[config.mk]
export PLATFORM = sky130hd
export DESIGN_NAME = vcb_top
export DESIGN_NICKNAME = d
export VERILOG_FILES = /design/src/rtl/vcb_pkg.sv /design/src/rtl/vcb_regs.sv /design/src/rtl/vcb_top.sv
export SDC_FILE = /design/constraint.sdc
export NUM_CORES = 1
export LEC_CHECK = 0
export BUFFER_PORTS_ARGS = -buffer_cell sky130_fd_sc_hd__buf_2
export CORE_MARGIN = 5
export CORE_UTILIZATION = 35
export CTS_CLUSTER_SIZE = 30
export DETAILED_ROUTE_END_ITERATION = 10
export RECOVER_POWER = 50
export SYNTH_ARGS = -nofsm -noshare
export SYNTH_HDL_FRONTEND = slang
export SYNTH_SLANG_ARGS = --single-unit
export TNS_END_PERCENT = 50
[constraint.sdc]
create_clock -name clk_i -period 2 [get_ports clk_i]
set_input_delay 0 -clock clk_i [delete_from_list [all_inputs] [get_ports clk_i]]
set_output_delay 0 -clock clk_i [all_outputs]
set_load 0.1 [all_outputs]
[src/rtl/vcb_pkg.sv]
// Package for the video capture buffer handshake block.
// Assumes a 32-bit classic Wishbone register bus on a single core clock.
package vcb_pkg;
    // Register byte offsets
    localparam logic [3:0] CTRL_OFFS = 4'h0;
    localparam logic [3:0] MISC_OFFS = 4'h4;
    localparam logic [3:0] IRQ_MASK_OFFS = 4'h8;
    localparam logic [3:0] IRQ_STAT_OFFS = 4'hc;
    // Capture port control fields
    localparam int CTRL_EN_BIT = 0;
    localparam int CTRL_B1_BIT = 1;
    localparam int CTRL_B2_BIT = 2;
    localparam int CTRL_COND_BIT = 8;
    localparam int CTRL_DBL_BIT = 9;
    localparam int CTRL_ILACE_BIT = 10;
    // Misc control field
    localparam int MISC_AUTO_BIT = 24;
    // Reset values
    localparam logic [31:0] CTRL_RST = 32'h0000_0000;
    localparam logic [31:0] MISC_RST = 32'h0000_0000;
    localparam logic [2:0] IRQ_RST = 3'h0;
    // Interrupt status bits
    localparam int IRQ_FRAME_BIT = 0;
    localparam int IRQ_B1_DONE_BIT = 1;
    localparam int IRQ_B2_DONE_BIT = 2;
    // Capture state machine
    typedef enum logic [1:0] {
        VCB_IDLE,
        VCB_WAIT,
        VCB_CAPT
    } vcb_state_t;
endpackage

[src/rtl/vcb_regs.sv]
// Small register store for the capture block's software-owned words.
// Assumes one write port driven by the bus slave in the same clock domain.
`timescale 1ns/1ns
module vcb_regs #(
    parameter int WIDTH = 32
)
(
    // Clock and reset
    input wire logic clk_i,
    input wire logic rst_i,
    // Write port
    input wire logic we_i,
    input wire logic [WIDTH-1:0] wdata_i,
    input wire logic [WIDTH/8-1:0] sel_i,
    input wire logic [WIDTH-1:0] rst_val_i,
    // Stored word
    output logic [WIDTH-1:0] q_o
);
    // Byte lanes written independently, one register each
    genvar g;
    generate
        for (g = 0; g < WIDTH / 8; g++)
        begin : g_lane
            logic [7:0] lane_q;

            always_ff @(posedge clk_i)
            begin
                if (rst_i)
                    lane_q <= rst_val_i[g*8 +: 8];
                else if (we_i && sel_i[g])
                    lane_q <= wdata_i[g*8 +: 8];
            end

            assign q_o[g*8 +: 8] = lane_q;
        end
    endgenerate
endmodule

[src/rtl/vcb_top.sv]
// Capture buffer handshake: mode select, buffer flags, overlay pointer.
// Assumes frame start/end pulses from capture datapath on clk_i and a
// blit engine that sets buffer flags through its own set strobes.
//
// Local design decisions: the register offsets and the Wishbone register port.
`timescale 1ns/1ns
// Operation
// - Buffer-one flag at bit 1, buffer-two flag at bit 2.
// - Bit 8 one selects conditional capture, zero continuous.
// - Single continuous: every frame to buffer one, flags ignored.
// - Single conditional: wait flag one, capture, clear flag, wait again.
// - Double continuous: alternate buffers each frame, flags ignored.
// - Double conditional: capture into buffer with flag one, then clear it.
// - Double conditional: keep capturing while any flag one, else monitor.
// - Misc bit 24 one: auto display capture on overlay window one.
// - Auto display, double mode: overlay shows buffer not being written.
// - Bit 9 one selects double buffering, zero single.
// - Bit 10 selects interlaced when bit 9 is one; buffers combine, one line offset.
module vcb_top
(
    // Clock and reset
    input wire logic clk_i,
    input wire logic rst_i,
    // Wishbone slave
    input wire logic cyc_i,
    input wire logic stb_i,
    input wire logic we_i,
    input wire logic [3:0] adr_i,
    input wire logic [3:0] sel_i,
    input wire logic [31:0] dat_i,
    output logic [31:0] dat_o,
    output logic ack_o,
    // Capture datapath
    input wire logic frame_start_i,
    input wire logic frame_end_i,
    output logic capture_go_o,
    output logic capture_buf_o,
    output logic interlaced_o,
    // Blit engine flag sets
    input wire logic blit_set_b1_i,
    input wire logic blit_set_b2_i,
    // Overlay window one
    output logic overlay_auto_o,
    output logic overlay_buf_o,
    // Interrupt
    output logic irq_o
);
    logic [31:0] ctrl_q;
    logic [31:0] misc_q;
    logic [2:0] irq_stat_q;
    logic [2:0] irq_mask_q;
    logic ack_q;
    logic [31:0] rdata_q;
    logic wr_stb;
    logic rd_stb;
    logic cap_en;
    logic cond_mode;
    logic dbl_mode;
    logic auto_disp;
    logic b1_flag;
    logic b2_flag;
    logic wbuf_q;
    logic capturing_q;
    logic frame_done;
    logic clr_b1;
    logic clr_b2;
    vcb_pkg::vcb_state_t state_q;

    // One wait state; writes land on the edge where the master sees ack
    assign wr_stb = cyc_i && stb_i && we_i && ack_q;
    assign rd_stb = cyc_i && stb_i && !we_i && !ack_q;
    assign ack_o = ack_q;
    assign dat_o = rdata_q;

    always_ff @(posedge clk_i)
    begin
        if (rst_i)
            ack_q <= 1'b0;
        else
            ack_q <= cyc_i && stb_i && !ack_q;
    end

    // Misc control word lives in the byte-lane store
    vcb_regs #(
        .WIDTH(32)
    ) u_misc (
        .clk_i(clk_i),
        .rst_i(rst_i),
        .we_i(wr_stb && adr_i == vcb_pkg::MISC_OFFS),
        .wdata_i(dat_i),
        .sel_i(sel_i),
        .rst_val_i(vcb_pkg::MISC_RST),
        .q_o(misc_q)
    );

    assign cap_en = ctrl_q[vcb_pkg::CTRL_EN_BIT];
    assign cond_mode = ctrl_q[vcb_pkg::CTRL_COND_BIT];
    assign dbl_mode = ctrl_q[vcb_pkg::CTRL_DBL_BIT];
    assign auto_disp = misc_q[vcb_pkg::MISC_AUTO_BIT];
    assign b1_flag = ctrl_q[vcb_pkg::CTRL_B1_BIT];
    assign b2_flag = ctrl_q[vcb_pkg::CTRL_B2_BIT];
    assign frame_done = capturing_q && frame_end_i;
    // Hardware clears only the buffer it just filled, in conditional mode
    assign clr_b1 = frame_done && cond_mode && !wbuf_q;
    assign clr_b2 = frame_done && cond_mode && wbuf_q && dbl_mode;

    // Control word: software writes, hardware clears flags, blit sets win
    always_ff @(posedge clk_i)
    begin
        if (rst_i)
            ctrl_q <= vcb_pkg::CTRL_RST;
        else
        begin
            if (wr_stb && adr_i == vcb_pkg::CTRL_OFFS)
            begin
                if (sel_i[0])
                    ctrl_q[7:0] <= dat_i[7:0];
                if (sel_i[1])
                    ctrl_q[15:8] <= dat_i[15:8];
                if (sel_i[2])
                    ctrl_q[23:16] <= dat_i[23:16];
                if (sel_i[3])
                    ctrl_q[31:24] <= dat_i[31:24];
            end
            // Clear loses to a set arriving in the same cycle
            if (clr_b1)
                ctrl_q[vcb_pkg::CTRL_B1_BIT] <= 1'b0;
            if (clr_b2)
                ctrl_q[vcb_pkg::CTRL_B2_BIT] <= 1'b0;
            if (blit_set_b1_i)
                ctrl_q[vcb_pkg::CTRL_B1_BIT] <= 1'b1;
            if (blit_set_b2_i)
                ctrl_q[vcb_pkg::CTRL_B2_BIT] <= 1'b1;
        end
    end

    // Capture sequencer
    always_ff @(posedge clk_i)
    begin
        if (rst_i)
        begin
            state_q <= vcb_pkg::VCB_IDLE;
            capturing_q <= 1'b0;
            wbuf_q <= 1'b0;
        end
        else if (!cap_en)
        begin
            state_q <= vcb_pkg::VCB_IDLE;
            capturing_q <= 1'b0;
        end
        else
        begin
            case (state_q)
                vcb_pkg::VCB_IDLE:
                begin
                    state_q <= vcb_pkg::VCB_WAIT;
                end
                vcb_pkg::VCB_WAIT:
                begin
                    if (frame_start_i)
                    begin
                        if (!cond_mode)
                        begin
                            // Flags ignored in continuous capture
                            capturing_q <= 1'b1;
                            state_q <= vcb_pkg::VCB_CAPT;
                            if (!dbl_mode)
                                wbuf_q <= 1'b0;
                        end
                        else if (b1_flag)
                        begin
                            capturing_q <= 1'b1;
                            wbuf_q <= 1'b0;
                            state_q <= vcb_pkg::VCB_CAPT;
                        end
                        else if (dbl_mode && b2_flag)
                        begin
                            capturing_q <= 1'b1;
                            wbuf_q <= 1'b1;
                            state_q <= vcb_pkg::VCB_CAPT;
                        end
                    end
                end
                vcb_pkg::VCB_CAPT:
                begin
                    if (frame_end_i)
                    begin
                        capturing_q <= 1'b0;
                        // Back to monitoring; next frame rechecks flags
                        state_q <= vcb_pkg::VCB_WAIT;
                        if (dbl_mode && !cond_mode)
                            wbuf_q <= !wbuf_q;
                    end
                end
                default:
                begin
                    state_q <= vcb_pkg::VCB_IDLE;
                    capturing_q <= 1'b0;
                end
            endcase
        end
    end

    assign capture_go_o = capturing_q;
    assign capture_buf_o = wbuf_q;
    // Interlaced pairs both buffers as one, offset by a line
    assign interlaced_o = ctrl_q[vcb_pkg::CTRL_ILACE_BIT] && dbl_mode;
    assign overlay_auto_o = auto_disp;
    // Show the buffer not being written; single mode only has buffer one
    assign overlay_buf_o = auto_disp && dbl_mode && !wbuf_q;

    // Interrupt status: frame done, buffer one flag cleared, buffer two flag cleared
    always_ff @(posedge clk_i)
    begin
        if (rst_i)
        begin
            irq_stat_q <= vcb_pkg::IRQ_RST;
            irq_mask_q <= vcb_pkg::IRQ_RST;
        end
        else
        begin
            if (wr_stb && adr_i == vcb_pkg::IRQ_MASK_OFFS && sel_i[0])
                irq_mask_q <= dat_i[2:0];
            // Set wins over write-one-to-clear
            irq_stat_q <= (irq_stat_q
                & ~((wr_stb && adr_i == vcb_pkg::IRQ_STAT_OFFS && sel_i[0]) ? dat_i[2:0] : 3'h0))
                | {clr_b2, clr_b1, frame_done};
        end
    end

    assign irq_o = |(irq_stat_q & irq_mask_q);

    // Read data registered; unmapped offsets read zero
    always_ff @(posedge clk_i)
    begin
        if (rst_i)
            rdata_q <= 32'h0000_0000;
        else if (rd_stb)
        begin
            case (adr_i)
                vcb_pkg::CTRL_OFFS: rdata_q <= ctrl_q;
                vcb_pkg::MISC_OFFS: rdata_q <= misc_q;
                vcb_pkg::IRQ_MASK_OFFS: rdata_q <= {29'h0, irq_mask_q};
                vcb_pkg::IRQ_STAT_OFFS: rdata_q <= {29'h0, irq_stat_q};
                default: rdata_q <= 32'h0000_0000;
            endcase
        end
    end
endmodule

Word level (Yosys, flattened, before mapping)
Cells that the tools add are included.

word-level totals
  flip-flop bits (word level) = 107
  word-level logic and storage cells = 108

operators by class
  equal/unequal tests = 10
  muxes and demuxes = 27
  bitwise logic cells = 6
  reductions and logical operators = 48

operators by type and width
  kind                                                  number
  case mux 32 bit (4 select lines)                      1
  logical AND 1 bit                                     26
  2-to-1 mux 1 bit                                      15
  AND reduction 2 bit                                   6
  nonzero test 3 bit                                    4
  2-to-1 mux 2 bit                                      5
  2-to-1 mux 3 bit                                      3
  equality test 4 bit (second input constant)           2
  AND reduction 7 bit                                   1
  bitwise AND 3 bit                                     2
  inequality test 2 bit (second input constant)         3
  case mux 2 bit (3 select lines)                       1
  equality test 4 x 3 -> 1 bit (second input constant)  1
  zero test 1 bit                                       4
  zero test 4 bit                                       1
  inequality test 4 bit (second input constant)         1
  AND reduction 4 bit                                   1
  inequality test 3 bit (second input constant)         1
  NOT 3 bit                                             1
  OR 3 bit                                              1
  case mux 1 bit (3 select lines)                       1
  AND reduction 3 bit                                   1
  OR reduction 3 bit                                    1
  equality test 2 x 1 -> 1 bit (second input constant)  1
  6 further kinds                                       7

Depth between registers and ports, before layout
Gate-level depths: netlist of the first run.

  depth in word-level cells = 9
  mapped depth = 6

Cells and area by module
A second synthesis of the first run with hierarchy kept.

unflattened totals
  cell total of the unflattened synthesis = 398
  area, all modules = 4693.3 um^2

by module, submodules not included
  module    instances  cells each  area each (um^2)  sequential area each (um^2)
  vcb_top   1          326         3181.8            1501.4
  vcb_regs  1          72          1511.4            960.9

Least setup slack after synthesis of the first run
No wires, ideal clock.

  path kind = reg2out
  start point = register u_misc.g_lane[3].lane_q[0]
  end point = output overlay_buf_o
  data arrival time = 2347 ps
  slack = -347 ps
  cell stages (with the launch flop) = 3
  buffers on the path = 0
  cells stage by stage = dfxtp_1 -> nand2_1 -> nor2_1

on the way
  longest elaborated chain between the ends = 2

ends and longest elaborated chain
  element                          RTL line        text
  start, declared                  vcb_regs.sv:24  logic [7:0] lane_q;
  start signal, assigned           vcb_regs.sv:29  lane_q <= rst_val_i[g*8 +: 8];
  start signal, assigned           vcb_regs.sv:31  lane_q <= wdata_i[g*8 +: 8];
  logical AND 1 bit (2 in series)  vcb_top.sv:210  assign overlay_buf_o = auto_disp && dbl_mode && !wbuf_q;
  end, declared                    vcb_top.sv:44   output logic overlay_buf_o,

Every way passes these cells.

Worst setup path in the final report of the first run
  start point = register ack_q, in the netlist ack_o
  end point = register ctrl_q[19]

on the way
  longest elaborated chain between the ends = 3

ends and longest elaborated chain
  element                        RTL line        text
  start, declared                vcb_top.sv:52   logic ack_q;
  start signal, assigned         vcb_top.sv:80   ack_q <= cyc_i && stb_i && !ack_q;
  logical AND 1 bit              vcb_top.sv:70   assign wr_stb = cyc_i && stb_i && we_i && ack_q;
  logical AND 1 bit              vcb_top.sv:114  if (wr_stb && adr_i == vcb_pkg::CTRL_OFFS)
  AND reduction 2 bit (no line)  n/a
  end signal, assigned           vcb_top.sv:111  ctrl_q <= vcb_pkg::CTRL_RST;
  end signal, assigned           vcb_top.sv:121  ctrl_q[23:16] <= dat_i[23:16];
  end, declared                  vcb_top.sv:48   logic [31:0] ctrl_q;

Every way passes these cells.
A chain may end at the register's enable or synchronous reset.

==> results.toml, run 1 <==
[setup_path]
rr_worst_depth = 4
slowest_stage = "and4b_1"
crit_path_start_kind = "flip-flop"
cp-startpoint = "ack_o$_SDFF_PP0_"
crit_chain = "and4_1 > and4b_1 > mux2i_1 > nor2_1"
cp.arrival_ns = 1.95
r2r-end = "ctrl_q[19]$_SDFFE_PP0P_"
end_kind = "flip-flop"
ff2ff_setup_slack_ns = 0.26
path_class = "flip-flop to flip-flop"
cpPeakStageDelay_ns = 0.60
required_ns = 2.20
crit_path_max_fanout = 8
r2r_start = "ack_o$_SDFF_PP0_"

[die]
io-pin-count = 88
start_util_pct = 36.0
rows = 40
core_area_um2 = 12100
die_w_um = 122
floorplan.die_area_um2 = 14800
die_y_um = 122

[hold_path]
hold_depth = 4
min_to = "dat_o[1]$_SDFFE_PP0P_"
worstHoldStart = "adr_i[0]"
hp-class = "primary input to flip-flop"

[pwr]
total_power_uw = 4410
pwr_density_cell_nw_per_um2 = 792
p_leak_uw = 0.00254
peakVddDrop_uv = 461

[route]
dr.pass1.iters = 4
drt_iter0_drc = 131
final_antenna_net_count = 0
wl_per_cell_um = 14.3
via_per_inst = 4.72
dr_total_vias = 3413
wirelength_mm = 10.3
drt_drc_violations_left = 0

[yosys]
ys_ff_latch = 107
synth_edf_count = 0
ys_types = 40
yosysTopAreaCell = "dfxtp_1"
yosysSeqAreaShare_pct = 49.2
synthCells = 430
netlist_area_um2 = 4350
synth_fp_nets = 479
avgSynthCellArea_um2 = 10.1
async_flop_share_pct = 0
netlist_top_cells_area = "dfxtp_1 49%, mux2i_1 22%, nor2_1 6.4%, nand2_1 2.9%, o21ai_0 2.4%"
synth_flop_cell = "dfxtp_1"
yosysWarnings = 0
yosys.area.top_type_share_pct = 49.2

[timing]
whs_ns = 0.0944
clock_skew_ns = 0.00688
finalCritPeriodShare_pct = 87.1
setup_violations = 0
slew_headroom_pct = 18.8
hold_violations = 0
tns_ns = 0
tightest_slew_ns = 1.22
finalCriticalPeriod_ns = 1.74
clock.fmax_mhz = 574
rsz0062_at_grt = "no"
final_max_slew_viol_count = 0

[placement]
place_area_um2 = 4950
finalWeightedCongestion = 0.771
port_buffers = 87
dp_hpwl_mm = 7.38

[global_route]
grt_pass1_wl_mm = 16.7
gr-total-overflow = 0
grt_pass1_vias = 3378
grt_use_total_pct = 14.2
antenna_found_initial = 1
grt_max_degree = 81

[finish]
stdcell_area_um2 = 5570
nets = 599
insertedDiodeCount = 0
final_cell_mix = "107 x dfxtp_1, 94 x mux2i_1, 73 x nor2_1"
area_growth_pct = 27.9
fin_util_pct = 46.0
drive_gt1_share_pct = 15.3
layout_commonest_cell = "dfxtp_1"

[clock_network]
cts_buffer_depth = 2
cts-resized-gates = 0
cts_made_buffers = 9
path_clk_slew_ns = 0.07
cts_tree = "done"
htreeDepth = 3
cts.sinks = 107
cts-root-buf = "clkbuf_16"
clk_latency_ns = 0.34

[run_status]
outcome = "completed"

[run]
cap_violations = 0
-- worst max-delay path: cells and delay by family, from the launching register on --
family	cells	cell delay, ns
muxes	1	0.27
and+or+nand+nor	3	0.98
DFF	1	0.36
-- per-stage QoR --
stage	cells	worst slack, ns
after floorplan	430	0.0731
after global placement	670	0.374
after detailed placement	670	0.336
after CTS	723	0.323
after global routing	723	0.139
final	723	0.257
-- power breakdown --
group	switching (uW)	internal (uW)
Combinational	124	120
Clock	792	1230
Sequential	4.28	2130
Total	921	3490
-- kinds of logic (layout without fill, tap and decap cells) --
group                  Yosys count  after routing  synth area share [%]
muxes                           97             97                  23.4
buffers and inverters           33            158                  3.88
and+or+nand+nor                143            143                  15.9
DFF                            107            107                  49.2
AOI/OAI and AO/OA               50             50                  7.56
-- registers in the layout (all words and copies together), names as in the netlist --
name / cells
irq_stat_q: 3
state_q: 2
dat_o: 32
ctrl_q: 32
capture_buf_o: 1
ack_o: 1
capture_go_o: 1
u_misc.g_lane.lane_q: 32
irq_mask_q: 3
-- how the worst max path moves through the flow --
stage                                    endpoint  slack [ns]
final                     ctrl_q[19]$_SDFFE_PP0P_        0.26
after global routing      ctrl_q[11]$_SDFFE_PP0P_        0.14
after CTS                  dat_o[21]$_SDFFE_PP0P_        0.32
after detailed placement   dat_o[21]$_SDFFE_PP0P_        0.34
after global placement      dat_o[9]$_SDFFE_PP0P_        0.37
after floorplan                     overlay_buf_o        0.07
-- repair_timing --
item | 4_1_cts | 5_1_grt
hold buffers | 37 | 0
hold endpoints to repair | 70 | 0
setup buffers | 0 | 0
-- synth_stat cells (3+ instances only) --
master	count
a211oi_1	3
a21oi_1	5
a22oi_1	5
buf_2	7
buf_4	3
clkbuf_1	11
dfxtp_1	107
inv_1	7
mux2i_1	94
mux4_1	3
nand2_1	34
nand2b_1	5
nand4_2	4
nand4b_1	4
nor2_1	74
nor2b_1	3
nor3_1	3
o21ai_0	21
o21ai_2	10
-- metal layers --
| metal | vias up | GRT usage [%] | routed length (um) |
|---|---|---|---|
| met5 | - | 0 | 7 |
| met4 | 2 | 2.52 | 62 |
| met3 | 7 | 4.97 | 533 |
| met2 | 71 | 24.7 | 5050 |
| met1 | 1603 | 17.2 | 4660 |
| li1 | 1730 | - | - |
-- final cells by class --
class	count	area (um2)
well taps	168	210
inverters	7	26.3
clock inverters	7	121
clock buffers	9	225
fillers	1196	6540
repair buffers	135	831
multi-input cells	290	2010
flip-flops and latches	107	2140
Power figures use the tool's default switching activity.
==> run 2, diff against run 1 <==
- REMOVE_ABC_BUFFERS: not set -> 1
==> run 2 against run 1 <==
Compared with the run above:
- design area barely moved
- routed wire length increased by 1.5%
- non-clock buffer count down 1
- first-iteration DRC count up 42%
- combinational power increased by 2%
- flip-flop and latch count stayed put
- power is 3.2% lower
- via count about the same
- global-route usage increased by 0.41 points
- sequential power hardly changed
- critical path type is now primary input to flip-flop
- highest routed layer unchanged
==> results.toml, run 2 (synthesized netlist as in run 1, its figures left out) <==
[placement]
port_buffers = 87
numPlacedInstances = 669
finalWeightedCongestion = 0.816
dp_hpwl_mm = 7.39
post-place-ws_ns = 0.271

[clock_network]
htreeDepth = 3
cts-resized-gates = 0
path_clk_slew_ns = 0.07
cts_made_buffers = 9
cts-root-buf = "clkbuf_16"
post-cts-setup-buffers = 0
cts_buffer_depth = 2
cts_hold_buffers = 37
cts_tree = "done"
clk_latency_ns = 0.34
cts.sinks = 107

[run_status]
outcome = "completed"

[die]
io-pin-count = 88
core_area_um2 = 12100
die_w_um = 122
floorplan.die_area_um2 = 14800
rows = 40
start_util_pct = 36.0
die_y_um = 122

[finish]
fill_cells = 1212
final_cell_mix = "107 x dfxtp_1, 94 x mux2i_1, 74 x nor2_1"
insertedDiodeCount = 0
area_growth_pct = 28.0
layout_commonest_cell = "dfxtp_1"
fin_cells = 722
drive_gt1_share_pct = 16.8
nets = 598

[setup_path]
crit_path_start_kind = "primary input"
ff2ff_setup_slack_ns = 0.29
r2r-end = "u_misc.g_lane[0].lane_q[5]$_SDFFE_PP0P_"
critPathCapture = "u_misc.g_lane[0].lane_q[5]$_SDFFE_PP0P_"
r2r_start = "ack_o$_SDFF_PP0_"
rr_worst_depth = 4
required_ns = 2.21
cp.arrival_ns = 1.94
crit_path_max_fanout = 11
cp-startpoint = "stb_i"
end_kind = "flip-flop"
path_class = "primary input to flip-flop"

[run]
cap_violations = 0

[route]
wl_per_cell_um = 14.5
via_per_inst = 4.73
dr.pass1.iters = 4
drt_drc_violations_left = 0
final_antenna_net_count = 0
wirelength_mm = 10.5
drt_iter0_drc = 186
dr_total_vias = 3415

[pwr]
p_leak_uw = 0.00253
peakVddDrop_uv = 568
pwr_density_cell_nw_per_um2 = 766

[timing]
whs_ns = 0.105
final_max_slew_viol_count = 0
worst_slack_ns = 0.273
rsz0062_at_grt = "no"
finalCritPeriodShare_pct = 86.3
hold_violations = 0
clock_skew_ns = 0.00797
clock.fmax_mhz = 579
slew_headroom_pct = 17.3
tightest_slew_ns = 1.25
tns_ns = 0
setup_violations = 0
finalCriticalPeriod_ns = 1.73

[global_route]
gr-total-overflow = 0
grt_pass1_vias = 3487
grt_max_degree = 45
grt_pass1_wl_mm = 17.2
grt_use_total_pct = 14.6
antenna_found_initial = 1

[hold_path]
hp-class = "primary input to flip-flop"
-- run 2: changes by cell type in the layout (fill, tap and decap cells not counted), sizes merged --
cell	delta
clkinvlp	+2
inv	-2
bufinv	-1
-- run 2: worst min path at each step --
stage	startpoint	to	slack, ns	cells after the start
final	frame_start_i	capture_go_o$_SDFFE_PP0P_	0.10	5
after global placement	dat_i[24]	u_misc.g_lane[3].lane_q[0]$_SDFFE_PP0P_	0.24	3
after floorplan	rst_i	irq_stat_q[1]$_SDFF_PP0_	0.07	1
after CTS	frame_start_i	capture_go_o$_SDFFE_PP0P_	0.1	5
after detailed placement	dat_i[30]	ctrl_q[30]$_SDFFE_PP0P_	0.26	3
after global routing	adr_i[0]	dat_o[1]$_SDFFE_PP0P_	0.13	4
-- run 2: layer usage --
layer	routed length (um)	share of wire [%]	vias up	global-route usage, %
met4	119	1.1	2	4.13
met2	5220	50	67	25.9
met1	4640	44	1607	17.8
li1	-	-	1728	-
met5	7	0.067	-	0
met3	490	4.7	11	3.39
-- run 2: final cells by class --
class / count / area [um2] / area share, %
inverters: 7 / 26.3 / 0.471
well taps: 168 / 210 / 3.77
multi-input cells: 290 / 2050 / 36.8
flip-flops and latches: 107 / 2140 / 38.4
clock inverters: 6 / 88.8 / 1.59
clock buffers: 10 / 229 / 4.11
repair buffers: 134 / 826 / 14.8
-- run 2: through the flow --
stage,power [uW],cell area [um2],utilization [%]
after floorplan,2240,4210,-
after global placement,2380,4940,40.8
after detailed placement,2380,4940,40.8
after CTS,4320,5630,46.5
after global routing,4430,5570,46.0
final,4270,5570,46.0
-- run 2: where the power goes --
part / switching (uW) / internal [uW] / total [uW]
clock network: 780 / 1100 / 1880
registers: 4.13 / 2130 / 2140
logic: 128 / 120 / 248
total: 912 / 3350 / 4270
-- run 2: worst max-delay path, stage by stage --
cell and delay, ns:
dlygate4sd3_1 0.55, clkbuf_1 0.14, and4_1 0.46, nand4_2 0.43
mux2i_1 0.28, nor2_1 0.06
